## src/core/siocr_pkg.sv

```systemverilog
// Constants, field layouts and types for the sync, I/O and mode configuration registers.
// Contract
// RQ1: Role bit 0 slave, 1 master syncs.
// RQ2: Polarity bit 0 active low, 1 high.
// RQ3: Software keeps line sync rise at least 36.
// RQ4: Frame sync rises at upper edge field.
// RQ5: Software matches range bits to supplies.
// RQ6: Regulator enable bit drives 3.2 V output.
// RQ7: Horizontal clock config codes are one-hot only.
// RQ8: Pump clock from oscillator, divided or input.
// RQ9: Pump voltage select bits, 3.3 V default.
// RQ10: Pump power-down bit, resets to one.
// RQ11: Standby 1/2 and disabled use first polarity.
// RQ12: Standby 3 uses second vertical polarity.
// RQ13: General outputs take standby polarities per byte.
// RQ14: Pattern and sequence counts bound memory.
// RQ15: Step through configured fields per mode.
// RQ16: Seven selectors name field per position.
// RQ17: Software keeps reserved test bits at defaults.
// RQ18: Field-updated registers load at update line.
// RQ19: Control low holds outputs; high enables at frame.
// RQ20: Immediate registers now; polarity, edges at update.
// RQ21: Invalid horizontal clock code keeps previous value.
`default_nettype none
package siocr_pkg;
	// Register indices; the byte address is four times the index.
	localparam logic [5:0]  IDX_ROLE     = 6'h20;
	localparam logic [5:0]  IDX_POL      = 6'h21;
	localparam logic [5:0]  IDX_EDGE     = 6'h22;
	localparam logic [5:0]  IDX_IOCFG    = 6'h23;
	localparam logic [5:0]  IDX_PUMP     = 6'h24;
	localparam logic [5:0]  IDX_VSB12    = 6'h25;
	localparam logic [5:0]  IDX_VSB3     = 6'h26;
	localparam logic [5:0]  IDX_GPSB     = 6'h27;
	localparam logic [5:0]  IDX_COUNTS   = 6'h28;
	localparam logic [5:0]  IDX_MODE     = 6'h2a;
	localparam logic [5:0]  IDX_FSEL_LO  = 6'h2b;
	localparam logic [5:0]  IDX_FSEL_HI  = 6'h2c;
	localparam logic [5:0]  IDX_STATUS   = 6'h2d;
	localparam int          NUM_SLOTS    = 14;
	localparam logic [3:0]  SLOT_HOLE    = 4'h9;
	localparam logic [3:0]  SLOT_STATUS  = 4'hd;
	// Implemented bits of each register.
	localparam logic [31:0] MASK_BIT     = 32'h0000_0001;
	localparam logic [31:0] MASK_EDGE    = 32'h03ff_ffff;
	localparam logic [31:0] MASK_IOCFG   = 32'h0000_03ff;
	localparam logic [31:0] MASK_PUMP    = 32'h0000_7fff;
	localparam logic [31:0] MASK_VSB     = 32'h01ff_ffff;
	localparam logic [31:0] MASK_GPSB    = 32'h0000_ffff;
	localparam logic [31:0] MASK_COUNTS  = 32'h0000_03ff;
	localparam logic [31:0] MASK_MODE    = 32'h0000_0007;
	localparam logic [31:0] MASK_FSEL_HI = 32'h0000_03ff;
	// Reset values that are not zero.
	localparam logic [31:0] RST_IOCFG    = 32'h0000_0080;
	localparam logic [31:0] RST_PUMP     = 32'h0000_47a2;
	// Field positions.
	localparam int          LOC_W        = 13;
	localparam int          LSYNC_LSB    = 0;
	localparam int          FSYNC_LSB    = 13;
	localparam int          OSC_BIT      = 0;
	localparam int          VOUT_BIT     = 1;
	localparam int          IORNG_BIT    = 2;
	localparam int          DATA_BIT     = 3;
	localparam int          REGEN_BIT    = 6;
	localparam int          HCLK_LSB     = 7;
	localparam int          PUMP_OSC_BIT = 0;
	localparam int          PUMP_CLI_BIT = 2;
	localparam int          PUMP_V_LSB   = 3;
	localparam int          PUMP_PD_BIT  = 14;
	localparam int          GP3_LSB      = 8;
	localparam int          SEQ_LSB      = 5;
	localparam int          FSEL_W       = 5;
	localparam int          VERT_N       = 24;
	// Horizontal clock output configuration codes.
	localparam logic [2:0]  HCLK_MODE1   = 3'h1;
	localparam logic [2:0]  HCLK_MODE2   = 3'h2;
	localparam logic [2:0]  HCLK_MODE3   = 3'h4;
	// Charge-pump clock source codes on the output port.
	localparam logic [1:0]  PUMP_SRC_DIV = 2'h0;
	localparam logic [1:0]  PUMP_SRC_OSC = 2'h1;
	localparam logic [1:0]  PUMP_SRC_CLI = 2'h2;
	// Standby state codes.
	localparam logic [1:0]  STBY_NONE    = 2'h0;
	localparam logic [1:0]  STBY_3       = 2'h3;
	// Master sync generator timing, in pixel clocks and lines.
	localparam logic [12:0] LINE_PIXELS  = 13'h0618;
	localparam logic [12:0] FRAME_LINES  = 13'h041a;
	localparam logic [12:0] LSYNC_WIDTH  = 13'h0010;
	// Bus responses.
	localparam logic [1:0]  RESP_OKAY    = 2'h0;
	localparam logic [1:0]  RESP_SLVERR  = 2'h2;
	// Output gate states.
	typedef enum logic [2:0] {
		OUT_OFF   = 3'b001,
		OUT_ARMED = 3'b010,
		OUT_ON    = 3'b100
	} siocr_out_state_t;
endpackage
`default_nettype wire

```

## src/core/siocr_regs.sv

```systemverilog
// Sync, I/O, charge-pump, standby and mode configuration registers with an AXI4-Lite slave.
//
// Local design decision: the AXI4-Lite slave port.
`timescale 1ns/1ps
`default_nettype none
module siocr_regs (
	input  wire logic        clock_i,
	input  wire logic        rst_i,
	input  wire logic [7:0]  s_axi_awaddr_i,
	input  wire logic        s_axi_awvalid_i,
	output logic             s_axi_awready_o,
	input  wire logic [31:0] s_axi_wdata_i,
	input  wire logic [3:0]  s_axi_wstrb_i,
	input  wire logic        s_axi_wvalid_i,
	output logic             s_axi_wready_o,
	output logic [1:0]       s_axi_bresp_o,
	output logic             s_axi_bvalid_o,
	input  wire logic        s_axi_bready_i,
	input  wire logic [7:0]  s_axi_araddr_i,
	input  wire logic        s_axi_arvalid_i,
	output logic             s_axi_arready_o,
	output logic [31:0]      s_axi_rdata_o,
	output logic [1:0]       s_axi_rresp_o,
	output logic             s_axi_rvalid_o,
	input  wire logic        s_axi_rready_i,
	input  wire logic        line_sync_in_i,
	output logic             line_sync_out_o,
	output logic             line_sync_oe_n_o,
	input  wire logic        frame_sync_in_i,
	output logic             frame_sync_out_o,
	output logic             frame_sync_oe_n_o,
	input  wire logic [12:0] update_line_i,
	input  wire logic        output_enable_ctl_i,
	input  wire logic [1:0]  standby_state_i,
	input  wire logic [23:0] vert_timing_i,
	input  wire logic        substrate_timing_i,
	input  wire logic [7:0]  general_timing_i,
	output logic [23:0]      vertical_clock_out_o,
	output logic             substrate_clock_out_o,
	output logic [7:0]       general_out_o,
	output logic             osc_range_sel_o,
	output logic             vert_out_range_sel_o,
	output logic             io_range_sel_o,
	output logic             data_pin_range_sel_o,
	output logic             regulator_enable_o,
	output logic [2:0]       hclk_out_config_o,
	output logic [1:0]       pump_clk_src_o,
	output logic [3:0]       pump_v_sel_o,
	output logic             pump_power_down_o,
	output logic [4:0]       pattern_group_count_o,
	output logic [4:0]       sequence_count_o,
	output logic [2:0]       field_position_o,
	output logic [4:0]       current_field_o
);
	// Maps a byte address to a register slot; unmapped addresses give the hole slot.
	function automatic logic [3:0] slot_of(input logic [7:0] addr);
		logic [5:0] idx;
		idx = addr[7:2];
		if (idx >= siocr_pkg::IDX_ROLE && idx <= siocr_pkg::IDX_STATUS) begin
			slot_of = 4'(idx - siocr_pkg::IDX_ROLE);
		end else begin
			slot_of = siocr_pkg::SLOT_HOLE;
		end
	endfunction

	// Implemented bits of a slot; the hole and status slots take no writes.
	function automatic logic [31:0] mask_of(input logic [3:0] slot);
		case (slot)
			4'h0, 4'h1: mask_of = siocr_pkg::MASK_BIT;
			4'h2:       mask_of = siocr_pkg::MASK_EDGE;
			4'h3:       mask_of = siocr_pkg::MASK_IOCFG;
			4'h4:       mask_of = siocr_pkg::MASK_PUMP;
			4'h5, 4'h6: mask_of = siocr_pkg::MASK_VSB;
			4'h7:       mask_of = siocr_pkg::MASK_GPSB;
			4'h8:       mask_of = siocr_pkg::MASK_COUNTS;
			4'ha:       mask_of = siocr_pkg::MASK_MODE;
			4'hb:       mask_of = siocr_pkg::MASK_VSB;
			4'hc:       mask_of = siocr_pkg::MASK_FSEL_HI;
			default:    mask_of = 32'h0000_0000;
		endcase
	endfunction

	// Reset value of a slot.
	function automatic logic [31:0] reset_of(input logic [3:0] slot);
		case (slot)
			4'h3:    reset_of = siocr_pkg::RST_IOCFG;
			4'h4:    reset_of = siocr_pkg::RST_PUMP;
			default: reset_of = 32'h0000_0000;
		endcase
	endfunction

	logic [31:0]                 cfg [siocr_pkg::NUM_SLOTS];
	logic [31:0]                 status_word;
	logic [31:0]                 next_cfg;
	logic [31:0]                 byte_mask;
	logic [3:0]                  wr_slot;
	logic [3:0]                  rd_slot;
	logic                        wr_fire;
	logic                        pol_active;
	logic [25:0]                 edge_active;
	logic [12:0]                 px;
	logic [12:0]                 mline;
	logic [12:0]                 line_cnt;
	logic                        ext_line_prev;
	logic                        ext_frame_prev;
	logic                        gen_line_act;
	logic                        gen_frame_act;
	logic                        ext_line_act;
	logic                        ext_frame_act;
	logic                        line_start;
	logic                        frame_start;
	logic                        field_update;
	logic                        role;
	logic [12:0]                 hloc;
	logic [12:0]                 vloc;
	logic [2:0]                  last_pos;
	logic [2:0]                  field_pos;
	siocr_pkg::siocr_out_state_t out_state;

	assign role = cfg[0][0];
	assign hloc = edge_active[siocr_pkg::LSYNC_LSB +: siocr_pkg::LOC_W];
	assign vloc = edge_active[siocr_pkg::FSYNC_LSB +: siocr_pkg::LOC_W];

	// Write channel: address and data are taken together when no response is pending.
	assign wr_fire         = s_axi_awvalid_i && s_axi_wvalid_i && !s_axi_bvalid_o;
	assign s_axi_awready_o = wr_fire;
	assign s_axi_wready_o  = wr_fire;
	assign s_axi_arready_o = !s_axi_rvalid_o;
	assign wr_slot         = slot_of(s_axi_awaddr_i);
	assign rd_slot         = slot_of(s_axi_araddr_i);

	// Merges the write data by byte lanes and keeps a valid clock mode on a bad code.
	always_comb begin
		byte_mask = {{8{s_axi_wstrb_i[3]}}, {8{s_axi_wstrb_i[2]}},
			{8{s_axi_wstrb_i[1]}}, {8{s_axi_wstrb_i[0]}}};
		next_cfg = ((cfg[wr_slot] & ~byte_mask) | (s_axi_wdata_i & byte_mask))
			& mask_of(wr_slot);
		if (wr_slot == 4'h3) begin
			case (next_cfg[siocr_pkg::HCLK_LSB +: 3]) // RQ7
				siocr_pkg::HCLK_MODE1, siocr_pkg::HCLK_MODE2, siocr_pkg::HCLK_MODE3: begin
					next_cfg[siocr_pkg::HCLK_LSB +: 3] = next_cfg[siocr_pkg::HCLK_LSB +: 3];
				end
				default: begin
					next_cfg[siocr_pkg::HCLK_LSB +: 3] = cfg[4'h3][siocr_pkg::HCLK_LSB +: 3]; // RQ21
				end
			endcase
		end
	end

	// One storage process per slot except the status slot; immediate registers take effect on the write.
	genvar gi;
	generate
		for (gi = 0; gi < siocr_pkg::NUM_SLOTS - 1; gi++) begin : g_slot
			always_ff @(posedge clock_i) begin
				if (rst_i) begin
					cfg[gi] <= reset_of(4'(gi));
				end else if (wr_fire && wr_slot == 4'(gi)) begin
					cfg[gi] <= next_cfg; // RQ20
				end
			end
		end
	endgenerate
	assign cfg[siocr_pkg::NUM_SLOTS - 1] = status_word;
	assign status_word = {21'h000000, out_state, field_pos, current_field_o};

	// Write response: unmapped or read-only slots answer with a slave error.
	always_ff @(posedge clock_i) begin
		if (rst_i) begin
			s_axi_bvalid_o <= 1'b0;
			s_axi_bresp_o  <= siocr_pkg::RESP_OKAY;
		end else if (wr_fire) begin
			s_axi_bvalid_o <= 1'b1;
			s_axi_bresp_o  <= (mask_of(wr_slot) == 32'h0000_0000) ?
				siocr_pkg::RESP_SLVERR : siocr_pkg::RESP_OKAY;
		end else if (s_axi_bready_i) begin
			s_axi_bvalid_o <= 1'b0;
		end
	end

	// Read data path; the hole slot reads zero with a slave error.
	always_ff @(posedge clock_i) begin
		if (rst_i) begin
			s_axi_rvalid_o <= 1'b0;
			s_axi_rdata_o  <= 32'h0000_0000;
			s_axi_rresp_o  <= siocr_pkg::RESP_OKAY;
		end else if (s_axi_arvalid_i && !s_axi_rvalid_o) begin
			s_axi_rvalid_o <= 1'b1;
			if (rd_slot == siocr_pkg::SLOT_HOLE) begin
				s_axi_rdata_o <= 32'h0000_0000;
				s_axi_rresp_o <= siocr_pkg::RESP_SLVERR;
			end else begin
				s_axi_rdata_o <= cfg[rd_slot];
				s_axi_rresp_o <= siocr_pkg::RESP_OKAY;
			end
		end else if (s_axi_rready_i) begin
			s_axi_rvalid_o <= 1'b0;
		end
	end

	// Field-updated copies of polarity and edge locations load only at the update line.
	assign field_update = line_start && (line_cnt == update_line_i);
	always_ff @(posedge clock_i) begin
		if (rst_i) begin
			pol_active  <= 1'b0;
			edge_active <= 26'h0000000;
		end else if (field_update) begin
			pol_active  <= cfg[1][0]; // RQ18
			edge_active <= cfg[2][25:0]; // RQ20
		end
	end

	// Master pixel and line counters that pace the generated syncs.
	always_ff @(posedge clock_i) begin
		if (rst_i) begin
			px    <= 13'h0000;
			mline <= 13'h0000;
		end else if (px == siocr_pkg::LINE_PIXELS - 13'h0001) begin
			px    <= 13'h0000;
			mline <= (mline == siocr_pkg::FRAME_LINES - 13'h0001) ? 13'h0000 : mline + 13'h0001;
		end else begin
			px <= px + 13'h0001;
		end
	end

	// Generated activity: the line sync rises at its location, the frame sync on line zero.
	assign gen_line_act  = (px >= hloc) && (px < hloc + siocr_pkg::LSYNC_WIDTH);
	assign gen_frame_act = (mline == 13'h0000 && px >= vloc) ||
		(mline == 13'h0001 && px < vloc); // RQ4
	// External syncs decoded to active-high through the polarity bit.
	assign ext_line_act  = line_sync_in_i ~^ pol_active; // RQ2
	assign ext_frame_act = frame_sync_in_i ~^ pol_active; // RQ2

	// Edge history of the external syncs.
	always_ff @(posedge clock_i) begin
		if (rst_i) begin
			ext_line_prev  <= 1'b0;
			ext_frame_prev <= 1'b0;
		end else begin
			ext_line_prev  <= ext_line_act;
			ext_frame_prev <= ext_frame_act;
		end
	end

	// Line and frame starts come from the generator as master or the pins as slave.
	assign line_start  = role ? (px == hloc) : (ext_line_act && !ext_line_prev); // RQ1
	assign frame_start = role ? (mline == 13'h0000 && px == vloc) :
		(ext_frame_act && !ext_frame_prev); // RQ1

	// Line count within the field, restarted by each frame start.
	always_ff @(posedge clock_i) begin
		if (rst_i) begin
			line_cnt <= 13'h0000;
		end else if (frame_start) begin
			line_cnt <= 13'h0000;
		end else if (line_start) begin
			line_cnt <= line_cnt + 13'h0001;
		end
	end

	// Sync pins: driven with the programmed polarity only in master role.
	always_ff @(posedge clock_i) begin
		if (rst_i) begin
			line_sync_out_o   <= 1'b1;
			frame_sync_out_o  <= 1'b1;
			line_sync_oe_n_o  <= 1'b1;
			frame_sync_oe_n_o <= 1'b1;
		end else begin
			line_sync_out_o   <= gen_line_act ~^ pol_active; // RQ2
			frame_sync_out_o  <= gen_frame_act ~^ pol_active; // RQ2
			line_sync_oe_n_o  <= !role; // RQ1
			frame_sync_oe_n_o <= !role; // RQ1
		end
	end

	// Field sequencer: steps through the configured number of fields, zero counts as one.
	assign last_pos = (cfg[4'ha][2:0] == 3'h0) ? 3'h0 : cfg[4'ha][2:0] - 3'h1;
	always_ff @(posedge clock_i) begin
		if (rst_i) begin
			field_pos <= 3'h0;
		end else if (frame_start) begin
			field_pos <= (field_pos >= last_pos) ? 3'h0 : field_pos + 3'h1; // RQ15
		end
	end

	// Picks the stored field selector for the current sequence position.
	always_ff @(posedge clock_i) begin
		if (rst_i) begin
			current_field_o <= 5'h00;
		end else if (field_pos < 3'h5) begin
			current_field_o <= cfg[4'hb][{2'h0, field_pos} * 5'h05 +: siocr_pkg::FSEL_W]; // RQ16
		end else begin
			current_field_o <= cfg[4'hc][(field_pos - 3'h5) * 3'h5 +: siocr_pkg::FSEL_W]; // RQ16
		end
	end
	assign field_position_o = field_pos;

	// Output gate: control low holds outputs, control high arms until the next frame start.
	always_ff @(posedge clock_i) begin
		if (rst_i) begin
			out_state <= siocr_pkg::OUT_OFF;
		end else begin
			case (out_state)
				siocr_pkg::OUT_OFF: begin
					if (output_enable_ctl_i) begin
						out_state <= siocr_pkg::OUT_ARMED;
					end
				end
				siocr_pkg::OUT_ARMED: begin
					if (!output_enable_ctl_i) begin
						out_state <= siocr_pkg::OUT_OFF;
					end else if (frame_start) begin
						out_state <= siocr_pkg::OUT_ON; // RQ19
					end
				end
				siocr_pkg::OUT_ON: begin
					if (!output_enable_ctl_i) begin
						out_state <= siocr_pkg::OUT_OFF; // RQ19
					end
				end
				default: begin
					out_state <= siocr_pkg::OUT_OFF;
				end
			endcase
		end
	end

	// Vertical, substrate and general outputs: standby polarities or live timing.
	always_ff @(posedge clock_i) begin
		if (rst_i) begin
			vertical_clock_out_o  <= 24'h000000;
			substrate_clock_out_o <= 1'b0;
			general_out_o         <= 8'h00;
		end else if (out_state != siocr_pkg::OUT_ON ||
			(standby_state_i != siocr_pkg::STBY_NONE && standby_state_i != siocr_pkg::STBY_3)) begin
			vertical_clock_out_o  <= cfg[5][siocr_pkg::VERT_N-1:0]; // RQ11
			substrate_clock_out_o <= cfg[5][siocr_pkg::VERT_N]; // RQ11
			general_out_o         <= cfg[7][7:0]; // RQ13
		end else if (standby_state_i == siocr_pkg::STBY_3) begin
			vertical_clock_out_o  <= cfg[6][siocr_pkg::VERT_N-1:0]; // RQ12
			substrate_clock_out_o <= cfg[6][siocr_pkg::VERT_N]; // RQ12
			general_out_o         <= cfg[7][siocr_pkg::GP3_LSB +: 8]; // RQ13
		end else begin
			vertical_clock_out_o  <= vert_timing_i;
			substrate_clock_out_o <= substrate_timing_i;
			general_out_o         <= general_timing_i;
		end
	end

	// Immediate configuration outputs.
	assign osc_range_sel_o       = cfg[3][siocr_pkg::OSC_BIT];
	assign vert_out_range_sel_o  = cfg[3][siocr_pkg::VOUT_BIT];
	assign io_range_sel_o        = cfg[3][siocr_pkg::IORNG_BIT];
	assign data_pin_range_sel_o  = cfg[3][siocr_pkg::DATA_BIT];
	assign regulator_enable_o    = cfg[3][siocr_pkg::REGEN_BIT]; // RQ6
	assign hclk_out_config_o     = cfg[3][siocr_pkg::HCLK_LSB +: 3]; // RQ7
	assign pump_v_sel_o          = cfg[4][siocr_pkg::PUMP_V_LSB +: 4]; // RQ9
	assign pump_power_down_o     = cfg[4][siocr_pkg::PUMP_PD_BIT]; // RQ10
	assign pattern_group_count_o = cfg[8][4:0]; // RQ14
	assign sequence_count_o      = cfg[8][siocr_pkg::SEQ_LSB +: 5]; // RQ14
	// Pump clock source: oscillator, then raw input, otherwise the divided clock.
	assign pump_clk_src_o = cfg[4][siocr_pkg::PUMP_OSC_BIT] ? siocr_pkg::PUMP_SRC_OSC :
		cfg[4][siocr_pkg::PUMP_CLI_BIT] ? siocr_pkg::PUMP_SRC_CLI : siocr_pkg::PUMP_SRC_DIV; // RQ8
endmodule
`default_nettype wire

```

## config.mk

```make
export PLATFORM = sky130hd
export DESIGN_NAME = siocr_regs
export DESIGN_NICKNAME = d
export VERILOG_FILES = /design/src/core/siocr_pkg.sv /design/src/core/siocr_regs.sv
export SDC_FILE = /design/constraint.sdc
export NUM_CORES = 1
export LEC_CHECK = 0
export ABC_CLOCK_PERIOD_IN_PS = 5200
export BUFFER_PORTS_ARGS = -buffer_cell sky130_fd_sc_hd__buf_2
export CORE_ASPECT_RATIO = 2
export CORE_MARGIN = 1
export CORE_UTILIZATION = 34
export CTS_CLUSTER_DIAMETER = 120
export DETAILED_ROUTE_END_ITERATION = 6
export GPL_ROUTABILITY_DRIVEN = 0
export SETUP_SLACK_MARGIN = 0.1
export SYNTH_ARGS = -nofsm -noshare
export SYNTH_HDL_FRONTEND = slang
export SYNTH_SLANG_ARGS = --single-unit
```

## constraint.sdc

```tcl
create_clock -name clock_i -period 5.2 [get_ports clock_i]
set_input_delay 0.52 -clock clock_i [delete_from_list [all_inputs] [get_ports clock_i]]
set_output_delay 0.52 -clock clock_i [all_outputs]
set_load 0.03 [all_outputs]
```

Word-level counts from Yosys, hierarchy flattened

Memory sizes are Yosys's and may differ from the RTL's.
Index checks and enable logic that the tools add are counted.
Widths: inputs -> output; s select.

Bits in registers: 569
ROM bits: 832
Input port bits: 110
Word-level logic and storage cells: 185
Memories: 2

Memory list:

| name             | depth | bits a word | rd ports | clocked after memory_dff | write ports | line             | source |
|---|---|---|---|---|---|---|---|
| (name not given) | 16    | 26          | 1        | 0                        | 0           | siocr_regs.sv:68 | `case (slot)` |
| (name not given) | 16    | 26          | 1        | 0                        | 0           | siocr_regs.sv:68 |  |

$add $sub $neg: 9
Multipliers: 2
Magnitude comparators: 12
Equal/unequal tests: 31
Shift operators: 2
Multiplexer cells: 38
Bitwise gates (word level): 11
Reduce and logical (&&, ||, !) cells: 44

Operator list:

| cell                  | number |
|---|---|
| $bmux 32 s4           | 2 |
| $mux 32               | 7 |
| $and 32x32->32        | 3 |
| $mux 24               | 2 |
| $add 13x1->13 const B | 3 |
| $eq 13x13->1          | 3 |
| $logic_not 32->1      | 1 |
| $not 32->32           | 1 |
| $or 32x32->32         | 1 |
| $shiftx 32x4->5       | 1 |
| $shiftx 32x6->5       | 1 |
| $eq 13x11->1 const B  | 2 |
| $ge 13x13->1          | 2 |
| $logic_and 1x1->1     | 26 |
| $lt 13x13->1          | 2 |
| $eq 4x4->1 const B    | 6 |
| $mux 3                | 8 |
| $eq 4x3->1 const B    | 4 |
| $mux 8                | 2 |
| $add 13x5->13 const B | 1 |
| $eq 13x1->1 const B   | 1 |
| $logic_not 13->1      | 1 |
| $mux 13               | 1 |
| $ge 6x6->1 const B    | 2 |
| 33 further kinds      | 66 |

Longest topological paths before layout

Gate-level depths: netlist (run 1).

Depth after elaboration: 14
Depth in mapped cells: 14
Depth with buffers taken out: 11

Worst setup path after synthesis (run 1)

OpenSTA, ideal clock, no wires.

Path kind: reg2reg
From: reg, netlist name field_position_o[0]
To: reg, netlist name current_field_o[2]
Library setup time: 0.148 ns
Arrival time: 3.236 ns
Data required time: 5.052 ns
Path slack: 1.815 ns
Stages on the path, launching flop included: 11
Path buffers: 2
Period minus slack after synthesis: 3.385 ns
Cells stage by stage: dfxtp_1 clkbuf_1 buf_1 clkinv_1 ha_1 xor2_1 xnor2_1 mux4_2 and2_1 a211oi_1 a211oi_1

Longest elaborated chain between the ends: 4
Elaborated cells on any way between the ends: 7

Ends and longest elaborated chain:

| what            | line              | source |
|---|---|---|
| $sub 3x3->3     | siocr_regs.sv:292 | `current_field_o <= cfg[4'hc][(field_pos - 3'h5) * 3'h5 +: siocr_pkg::FSEL_W];` |
| $mul 3x3->3     | siocr_regs.sv:292 |  |
| $shiftx 32x4->5 | siocr_regs.sv:292 |  |
| $mux 5 (*)      | siocr_regs.sv:289 | `end else if (field_pos < 3'h5) begin` |

Every way passes the cells marked *; elsewhere a longest branch is shown, timed or not.
A chain may end at the register's enable or synchronous reset.

Worst setup path in the final report (run 1)

From: in s_axi_awaddr_i[2]
To: reg cfg, in the netlist vert_out_range_sel_o

Longest elaborated chain between the ends: 10
Elaborated cells on any way between the ends: 15

Ends and longest elaborated chain:

| what                                            | line              | source |
|---|---|---|
| start: declaration                              | siocr_regs.sv:9   | `input wire logic [7:0] s_axi_awaddr_i,` |
| $ge 6x6->1 / $le 6x6->1 (equally long branches) | siocr_regs.sv:59  | `if (idx >= siocr_pkg::IDX_ROLE && idx <= siocr_pkg::IDX_STATUS) begin` |
| $logic_and 1x1->1                               | siocr_regs.sv:59  |  |
| $mux 4 (*)                                      | siocr_regs.sv:59  |  |
| $not 4->5 (not written as such)                 | siocr_regs.sv:136 | `next_cfg = ((cfg[wr_slot] & ~byte_mask) \| (s_axi_wdata_i & byte_mask))` |
| $bmux 32 s4                                     | siocr_regs.sv:136 |  |
| $mux 32 (not written as such) (2 in series)     | siocr_regs.sv:136 |  |
| $and 32x32->32                                  | siocr_regs.sv:136 |  |
| $or 32x32->32                                   | siocr_regs.sv:136 |  |
| $and 32x32->32                                  | siocr_regs.sv:137 | `& mask_of(wr_slot);` |
| end signal: indexed assignment                  | siocr_regs.sv:156 | `cfg[gi] <= reset_of(4'(gi));` |
| end signal: indexed assignment                  | siocr_regs.sv:158 | `cfg[gi] <= next_cfg;` |
| end: declaration                                | siocr_regs.sv:92  | `logic [31:0] cfg [siocr_pkg::NUM_SLOTS];` |

Every way passes the cells marked *; elsewhere a longest branch is shown, timed or not. The select of a mux whose other input is x is not followed.

==> run metrics, run 1 <==
Setup CP Type in -> reg; Worst EP required 5770 ps; critical path launch point type primary input; Vias 23,860; register area share after synthesis 38.36%; global-route wire length before repair 157,100 um; cell count after synthesis 2,952; Row Count 140; Max Clk Rate 254.8 MHz; DP HPWL 77,350 um; crit path max fanout 25; failing checks DRC; Clock Sinks 482; Crit. End Element flop; number of synthesized flops with an enable pin 0; Lkg Pwr 10.53 nW; Mean Syn Cell Area 8.521 um2; Max transition margin 10.60%; Avg WL per Cell 27.58 um; Final Max Tran Viols 0; Logic pwr share 9.3%; Flop pwr share 46.8%; core area 73,050 um2; initial antenna violation count 5; # hold bufs at CTS 0; clock share of power 44.0%; Fill cells 7,424; drt total wl 109,500 um; Iter 0 DRT Violations 2,692; status complete, but fails checks; # DRC 1; ratio of cells with drive above 1 in the final layout 14.96%; grt total ovfl 0; n_diodes 0; synth top area cells dfxtp_1 38%, nand2_1 6.5%, mux2i_1 5.9%, mux4_2 4.5%, nor2_1 4.0%; Worst-Margin Slew 1327 ps; Hold Path Class in -> reg; simple logic cell fraction of the synthesized area 21.58%; cts bufs inserted 45; FF-to-FF Start edge_active[9]$_SDFFE_PP0P_; Vias/cell 6.008; hold_sp s_axi_rready_i; Adder-Cell Fraction of Synth Area 2.537%; switching share of power 27.47%; Pwr Total 0.007985 W; cts repair resizes 0; I/O pins 221; number of global-route vias before repair 22,590; Die Area 75,140 um2; Final min period 3924 ps; Clock transition at path regs 70 ps; switching power total 0.002194 W; starting density of the core 34.44%; H-Tree Depth 2; r2r setup slk 1550 ps; port buffer count 202; Compound-Gate Fraction of Synth Area 18.93%; Hold EP s_axi_rvalid_o$_SDFFE_PP0P_; drt pass-1 iters 7; top-area cell type share of the netlist area 38.36%; largest net degree at the start of global routing 141; Max-Cap Viols 0; Die W 194.3 um; RSZ-0062 raised after global routing false; Max Clock Skew 34.80 ps; Worst Path Arrival 4500 ps; Pwr per Cell Area 282.1 nW/um2; internal power 0.005791 W; FF+latch count, synth 482; Tcrit/Tclk final 75.46%; Yosys warning total 0; Hold Vio Cnt, Final 0; dominant cell type by area after synthesis dfxtp_1; CTS Root Cell clkbuf_16; TritonCTS clock tree built; die height 386.7 um; reg2reg path depth 8; worst IR drop on VDD 222.6 uV; clock latency on the worst-skew pair 640 ps; nets 3,174; Routed Antenna Nets 0; number of distinct library cells after synthesis 83; P&R area growth vs syn 12.51%; Post-synth ARST share 0%; Tot GR Track Use 28.61%; Post-synth top cells 482 x dfxtp_1, 433 x nand2_1, 271 x nor2_1; prevailing post-synth register cell dfxtp_1; mapped cell area 25,160 um2; setup_tns 0 ps; Post-CTS Setup Inserts 0; Reg-to-Reg End edge_active[6]$_SDFFE_PP0P_; largest family of logic cells by synthesized area simple AND/OR/NAND/NOR gates; final setup violating endpoints 0; worst hold stages 2; Bufs on Longest Clock Path 3; post-synthesis mux area share 10.81%; most numerous cell in the Yosys netlist dfxtp_1; Post-Synth XOR/XNOR Area 2.054%
worst max-delay path, cell delays in order:
cell	delay (ps)
buf_2	210
or3b_4	480
nor2_8	480
buf_4	460
nand2_1	90
a31oi_1	720
o22ai_1	190
or3_1	360
a21oi_2	510
buf_4	290
a31o_2	160
final cells by class:
| class | count | area, um2 | share of cell area, % |
|---|---|---|---|
| Clock buffer | 64 | 1267 | 4.478 |
| Clock inverter | 19 | 246.5 | 0.8709 |
| Inverter | 54 | 203.9 | 0.7206 |
| Multi-Input combinational cell | 2154 | 14150 | 50.01 |
| Sequential cell | 482 | 9651 | 34.10 |
| Tap cell | 923 | 1155 | 4.080 |
| Timing Repair Buffer | 276 | 1625 | 5.743 |
flip-flops by register name, summed over array words and instances, names as in the netlist, 3 cells and up:
name                   count
edge_active               26
cfg                      314
sequence_count_o           5
hclk_out_config_o          3
field_position_o           3
line_cnt                  13
s_axi_rdata_o             26
current_field_o            5
general_out_o              8
pattern_group_count_o      5
pump_v_sel_o               4
mline                     13
vertical_clock_out_o      24
px                        13
out_state                  3
per-stage QoR:
stage | instances | worst slack [ps] | hold slack [ps] | util, % | area (um2)
after floorplan | 2959 | 1815 | 423.9 | - | 25180
after global placement | 3889 | 1285 | 436.2 | 36.67 | 26790
after detailed placement | 3889 | 1216 | 441.6 | 36.67 | 26790
after CTS | 3972 | 1576 | 64.17 | 38.75 | 28300
after global routing | 3972 | 1204 | 58.14 | 38.75 | 28300
final | 3972 | 1276 | 55.84 | 38.75 | 28300
placed cells by master (no fill, tap or decap), drive strengths merged, types with 11 or more instances in the layout:
cell type and count:
a311oi 63, clkbuf 65, a211oi 117, nand2b 11, mux2i 149, nor4 11
xor2 29, a221oi 20, a31oi 26, o22a 15, nand4 15, nand3 92
inv 54, a21oi 120, o22ai 65, clkinv 13, o211ai 19, o21ai 74
nor2b 17, nor3 27, xnor2 30, and3 125, ha 51, o21a 46
nand2 434, and2 121, dfxtp 482, buf 275, nor2 273, a21o 17
mux4 50
power by group through the flow:
stage | clock [W] | sequential, W | combinational [W]
after detailed placement | 0 | 0.00382 | 0.000706
after floorplan | 0 | 0.00384 | 0.000393
after CTS | 0.00352 | 0.00373 | 0.000708
after global routing | 0.00366 | 0.00373 | 0.000765
final | 0.00351 | 0.00373 | 0.000742
after global placement | 0 | 0.00382 | 0.000704
metal layers:
layer  vias up  routed length (um)  part of all wire [%]  GRT usage (%)
li1      10710                   -                     -              -
met1     11370               38100                    35          31.09
met2      1390               51380                    47          47.44
met3       396                8619                   7.9          5.152
met4         6               11400                    10          25.57
met5         -                  38                 0.035              0
logic make-up (layout without fill, tap and decap cells):
family | Yosys count | count (layout)
adders and majority gates | 51 | 51
and+or+nand+nor | 1156 | 1156
AOI/OAI and AO/OA | 672 | 672
muxes | 208 | 208
other | 1 | 8
buffers and inverters | 323 | 413
DFF | 482 | 482
xor gates and xnor gates | 59 | 59
worst max-delay path by stage:
stage | from | endpoint | slack, ps | cells after the start
floorplan | field_position_o[0]$_SDFFE_PP0P_ | current_field_o[2]$_SDFF_PP0_ | 1820 | 10
global placement | s_axi_awaddr_i[2] | cfg[199]$_SDFFE_PP0P_ | 1290 | 10
detailed placement | s_axi_awaddr_i[3] | cfg[263]$_SDFFE_PP0P_ | 1220 | 10
CTS | edge_active[10]$_SDFFE_PP0P_ | edge_active[6]$_SDFFE_PP0P_ | 1580 | 8
global route | s_axi_awaddr_i[3] | cfg[234]$_SDFFE_PP0P_ | 1200 | 10
finish | s_axi_awaddr_i[2] | vert_out_range_sel_o$_SDFFE_PP0P_ | 1280 | 11
Power figures use the tool's default switching activity.
==> run 2: changes to the inputs <==
--- a/config.mk
+++ b/config.mk
@@ -5,7 +5,7 @@
 export SDC_FILE = /design/constraint.sdc
 export NUM_CORES = 1
 export LEC_CHECK = 0
-export ABC_CLOCK_PERIOD_IN_PS = 5200
+export ABC_CLOCK_PERIOD_IN_PS = 3200
 export BUFFER_PORTS_ARGS = -buffer_cell sky130_fd_sc_hd__buf_2
 export CORE_ASPECT_RATIO = 2
 export CORE_MARGIN = 1
==> constraint.sdc (replaced) <==
create_clock -name clock_i -period 3.2 [get_ports clock_i]
set_input_delay 0.32 -clock clock_i [delete_from_list [all_inputs] [get_ports clock_i]]
set_output_delay 0.32 -clock clock_i [all_outputs]
set_load 0.03 [all_outputs]
==> run 2 against run 1 <==
Effect of this change:
- the flow still finishes with violations (DRC)
- cell count increased by 3.5%
- clock power increased by 79%
- worst setup slack got worse by 960 ps
- clock-buffer cell count decreased by 5
- worst hold slack got worse by 47 ps
- via count increased by 3.0%
- clock skew increased by 16 ps
- flip-flop and latch count unchanged
- critical path type is now reg -> reg
- critical endpoint is now cfg[71]$_SDFFE_PP0P_
==> run metrics, run 2 (synthesis gave the netlist of run 1 again) <==
status complete, but fails checks; H-Tree Depth 2 (unchanged); setup_tns 0 ps (unchanged); Final min period 2881 ps; ratio of cells with drive above 1 in the final layout 18.61% (+3.7 points); Largest Register cfg; Hold Vio Cnt, Final 0 (unchanged); grt total ovfl 0 (unchanged); I/O pins 221 (unchanged); Register Area 9651 um2 (unchanged); Max transition margin 20.52% (+9.9 points); final setup violating endpoints 0 (unchanged); Die Area 75,140 um2 (unchanged); failing checks DRC; Slowest cell on crit path dfxtp_1; drt total wl 113,400 um (+3.5%); Tcrit/Tclk final 90.02%; worst path cell trace nand2_1 > a211oi_1 > nor3_1 > a2111oi_0 > o2bb2ai_1 > a32o_1 > nor2_1 > a211oi_2; largest registers cfg: 314 flops, edge_active: 26 flops, s_axi_rdata_o: 26 flops; worst IR drop on VDD 318.9 uV (+43%); Setup CP Type reg -> reg; Max-Cap Viols 0 (unchanged); largest net degree at the start of global routing 186 (+32%); Worst EP required 3730 ps (-2040 ps); Worst Hold Margin 8.433 ps (-47.41 ps); starting density of the core 34.44% (unchanged); nets 3,309 (+4.3%); Placed Area 28,030 um2 (+4.6%); Hold Path Class in -> reg; P&R area growth vs syn 18.57%; Clock Sinks 482 (unchanged); Vias/cell 5.979 (-0.49%); Die W 194.3 um (unchanged); Max Clk Rate 347.1 MHz; die height 386.7 um (unchanged); area of the multi-input gates 14,150 um2 (about the same); Lkg Pwr 11.39 nW (+8.2%); cts repair resizes 0 (unchanged); Final Max Tran Viols 0 (unchanged); Worst Path Arrival 3410 ps (-1090 ps); Vias 24,590 (+3.0%); RSZ-0062 raised after global routing false; Iter 0 DRT Violations 2,472 (-8.2%); Worst-Margin Slew 1188 ps (-139.1 ps); Max Clock Skew 50.68 ps (+15.88 ps); critical path launch point type flop; Tot GR Track Use 29.68% (+1.1 points); initial antenna violation count 3 (-2); Avg WL per Cell 27.57 um (about the same); core area 73,050 um2 (unchanged); Pwr Total 0.01369 W (+71%); Design Area, Final 29,830 um2 (+5.4%); final worst setup slack 319.3 ps (-956.5 ps); # hold bufs at CTS 8 (+8); Routed Antenna Nets 0 (unchanged); Post-CTS Setup Inserts 0 (unchanged); number of flip-flops in the largest register 314 (unchanged); Bufs on Longest Clock Path 3 (unchanged); number of global-route vias before repair 23,520 (+4.1%); # DRC 1 (unchanged); Crit. End Element flop; Fill cells 7,462 (+0.51%); crit path max fanout 9 (-64%); Pwr per Cell Area 459.1 nW/um2 (+63%); DP HPWL 80,410 um (+4.0%); cts bufs inserted 47 (+4.4%); TritonCTS clock tree built; commonest non-fill, non-tap cell in the layout dfxtp_1; Clock transition at path regs 70 ps (about the same); CP peak stage delay 650 ps (-70 ps); Place WS 29.97 ps (-1186 ps); CTS Root Cell clkbuf_16; global-route wire length before repair 162,700 um (+3.5%); port buffer count 202 (unchanged); Row Count 140 (unchanged); clock latency on the worst-skew pair 650 ps (about the same); most frequent cells in the layout 481 x dfxtp_1, 433 x nand2_1, 269 x nor2_1; drt pass-1 iters 7 (unchanged); r2r setup slk 320 ps (-1230 ps)
## run 2: cell types whose count changed in the layout (fill, tap and decap cells not counted), sizes merged, moves of 2 or more
cell / before / now
buf: 275 / 400
bufinv: 3 / 8
clkbuf: 65 / 60
clkinv: 13 / 20
diode: 0 / 2
dlygate4sd3: 0 / 8
## run 2: worst paths after layout
path         cells after the start                             to                     startpoint
min                              3    general_out_o[4]$_SDFF_PP0_            general_timing_i[4]
max reg2reg                      8           cfg[71]$_SDFFE_PP0P_          cfg[233]$_SDFFE_PP0P_
min reg2reg                      2  s_axi_rdata_o[7]$_SDFFE_PP0P_  s_axi_rdata_o[7]$_SDFFE_PP0P_
max                              8           cfg[71]$_SDFFE_PP0P_          cfg[233]$_SDFFE_PP0P_
## run 2: layout make-up
| cell class | count | share of cell area [%] |
|---|---|---|
| antenna | 2 | 0.01678 |
| timing repair buffer | 409 | 9.870 |
| clock buffer | 59 | 4.329 |
| multi-input combinational | 2154 | 47.45 |
| inverter | 54 | 0.6838 |
| sequential | 482 | 32.35 |
| tap | 923 | 3.872 |
| clock inverter | 29 | 1.426 |
## run 2: report_power, final
group	internal, W	switching (W)
logic	0.000437	0.000909
registers	0.00603	0.0000366
clock network	0.00356	0.00272
## run 2: stage by stage
| stage | std cells | utilization [%] |
|---|---|---|
| 2_1_floorplan | 2959 | - |
| 3_3_place_gp | 4014 | 38.37 |
| 3_5_place_dp | 4014 | 38.37 |
| 4_1_cts | 4110 | 40.83 |
| 5_1_grt | 4110 | 40.83 |
| 6_report | 4112 | 40.83 |
## run 2: critical path, delay by kind of cell (launching register included)
| kind | cells | cell delay, ps |
|---|---|---|
| flip-flops | 1 | 650 |
| AND/OR/NAND/NOR | 3 | 360 |
| AO/OA/AOI/OAI | 5 | 1760 |
## run 2: routing by layer
layer / share of wire, % / vias to the layer above / global-route usage [%]
met4: 11 / 2 / 26.80
li1: - / 10960 / -
met3: 7.4 / 431 / 5.213
met5: 0.012 / - / 0
met2: 48 / 1324 / 50.01
met1: 34 / 11860 / 31.58
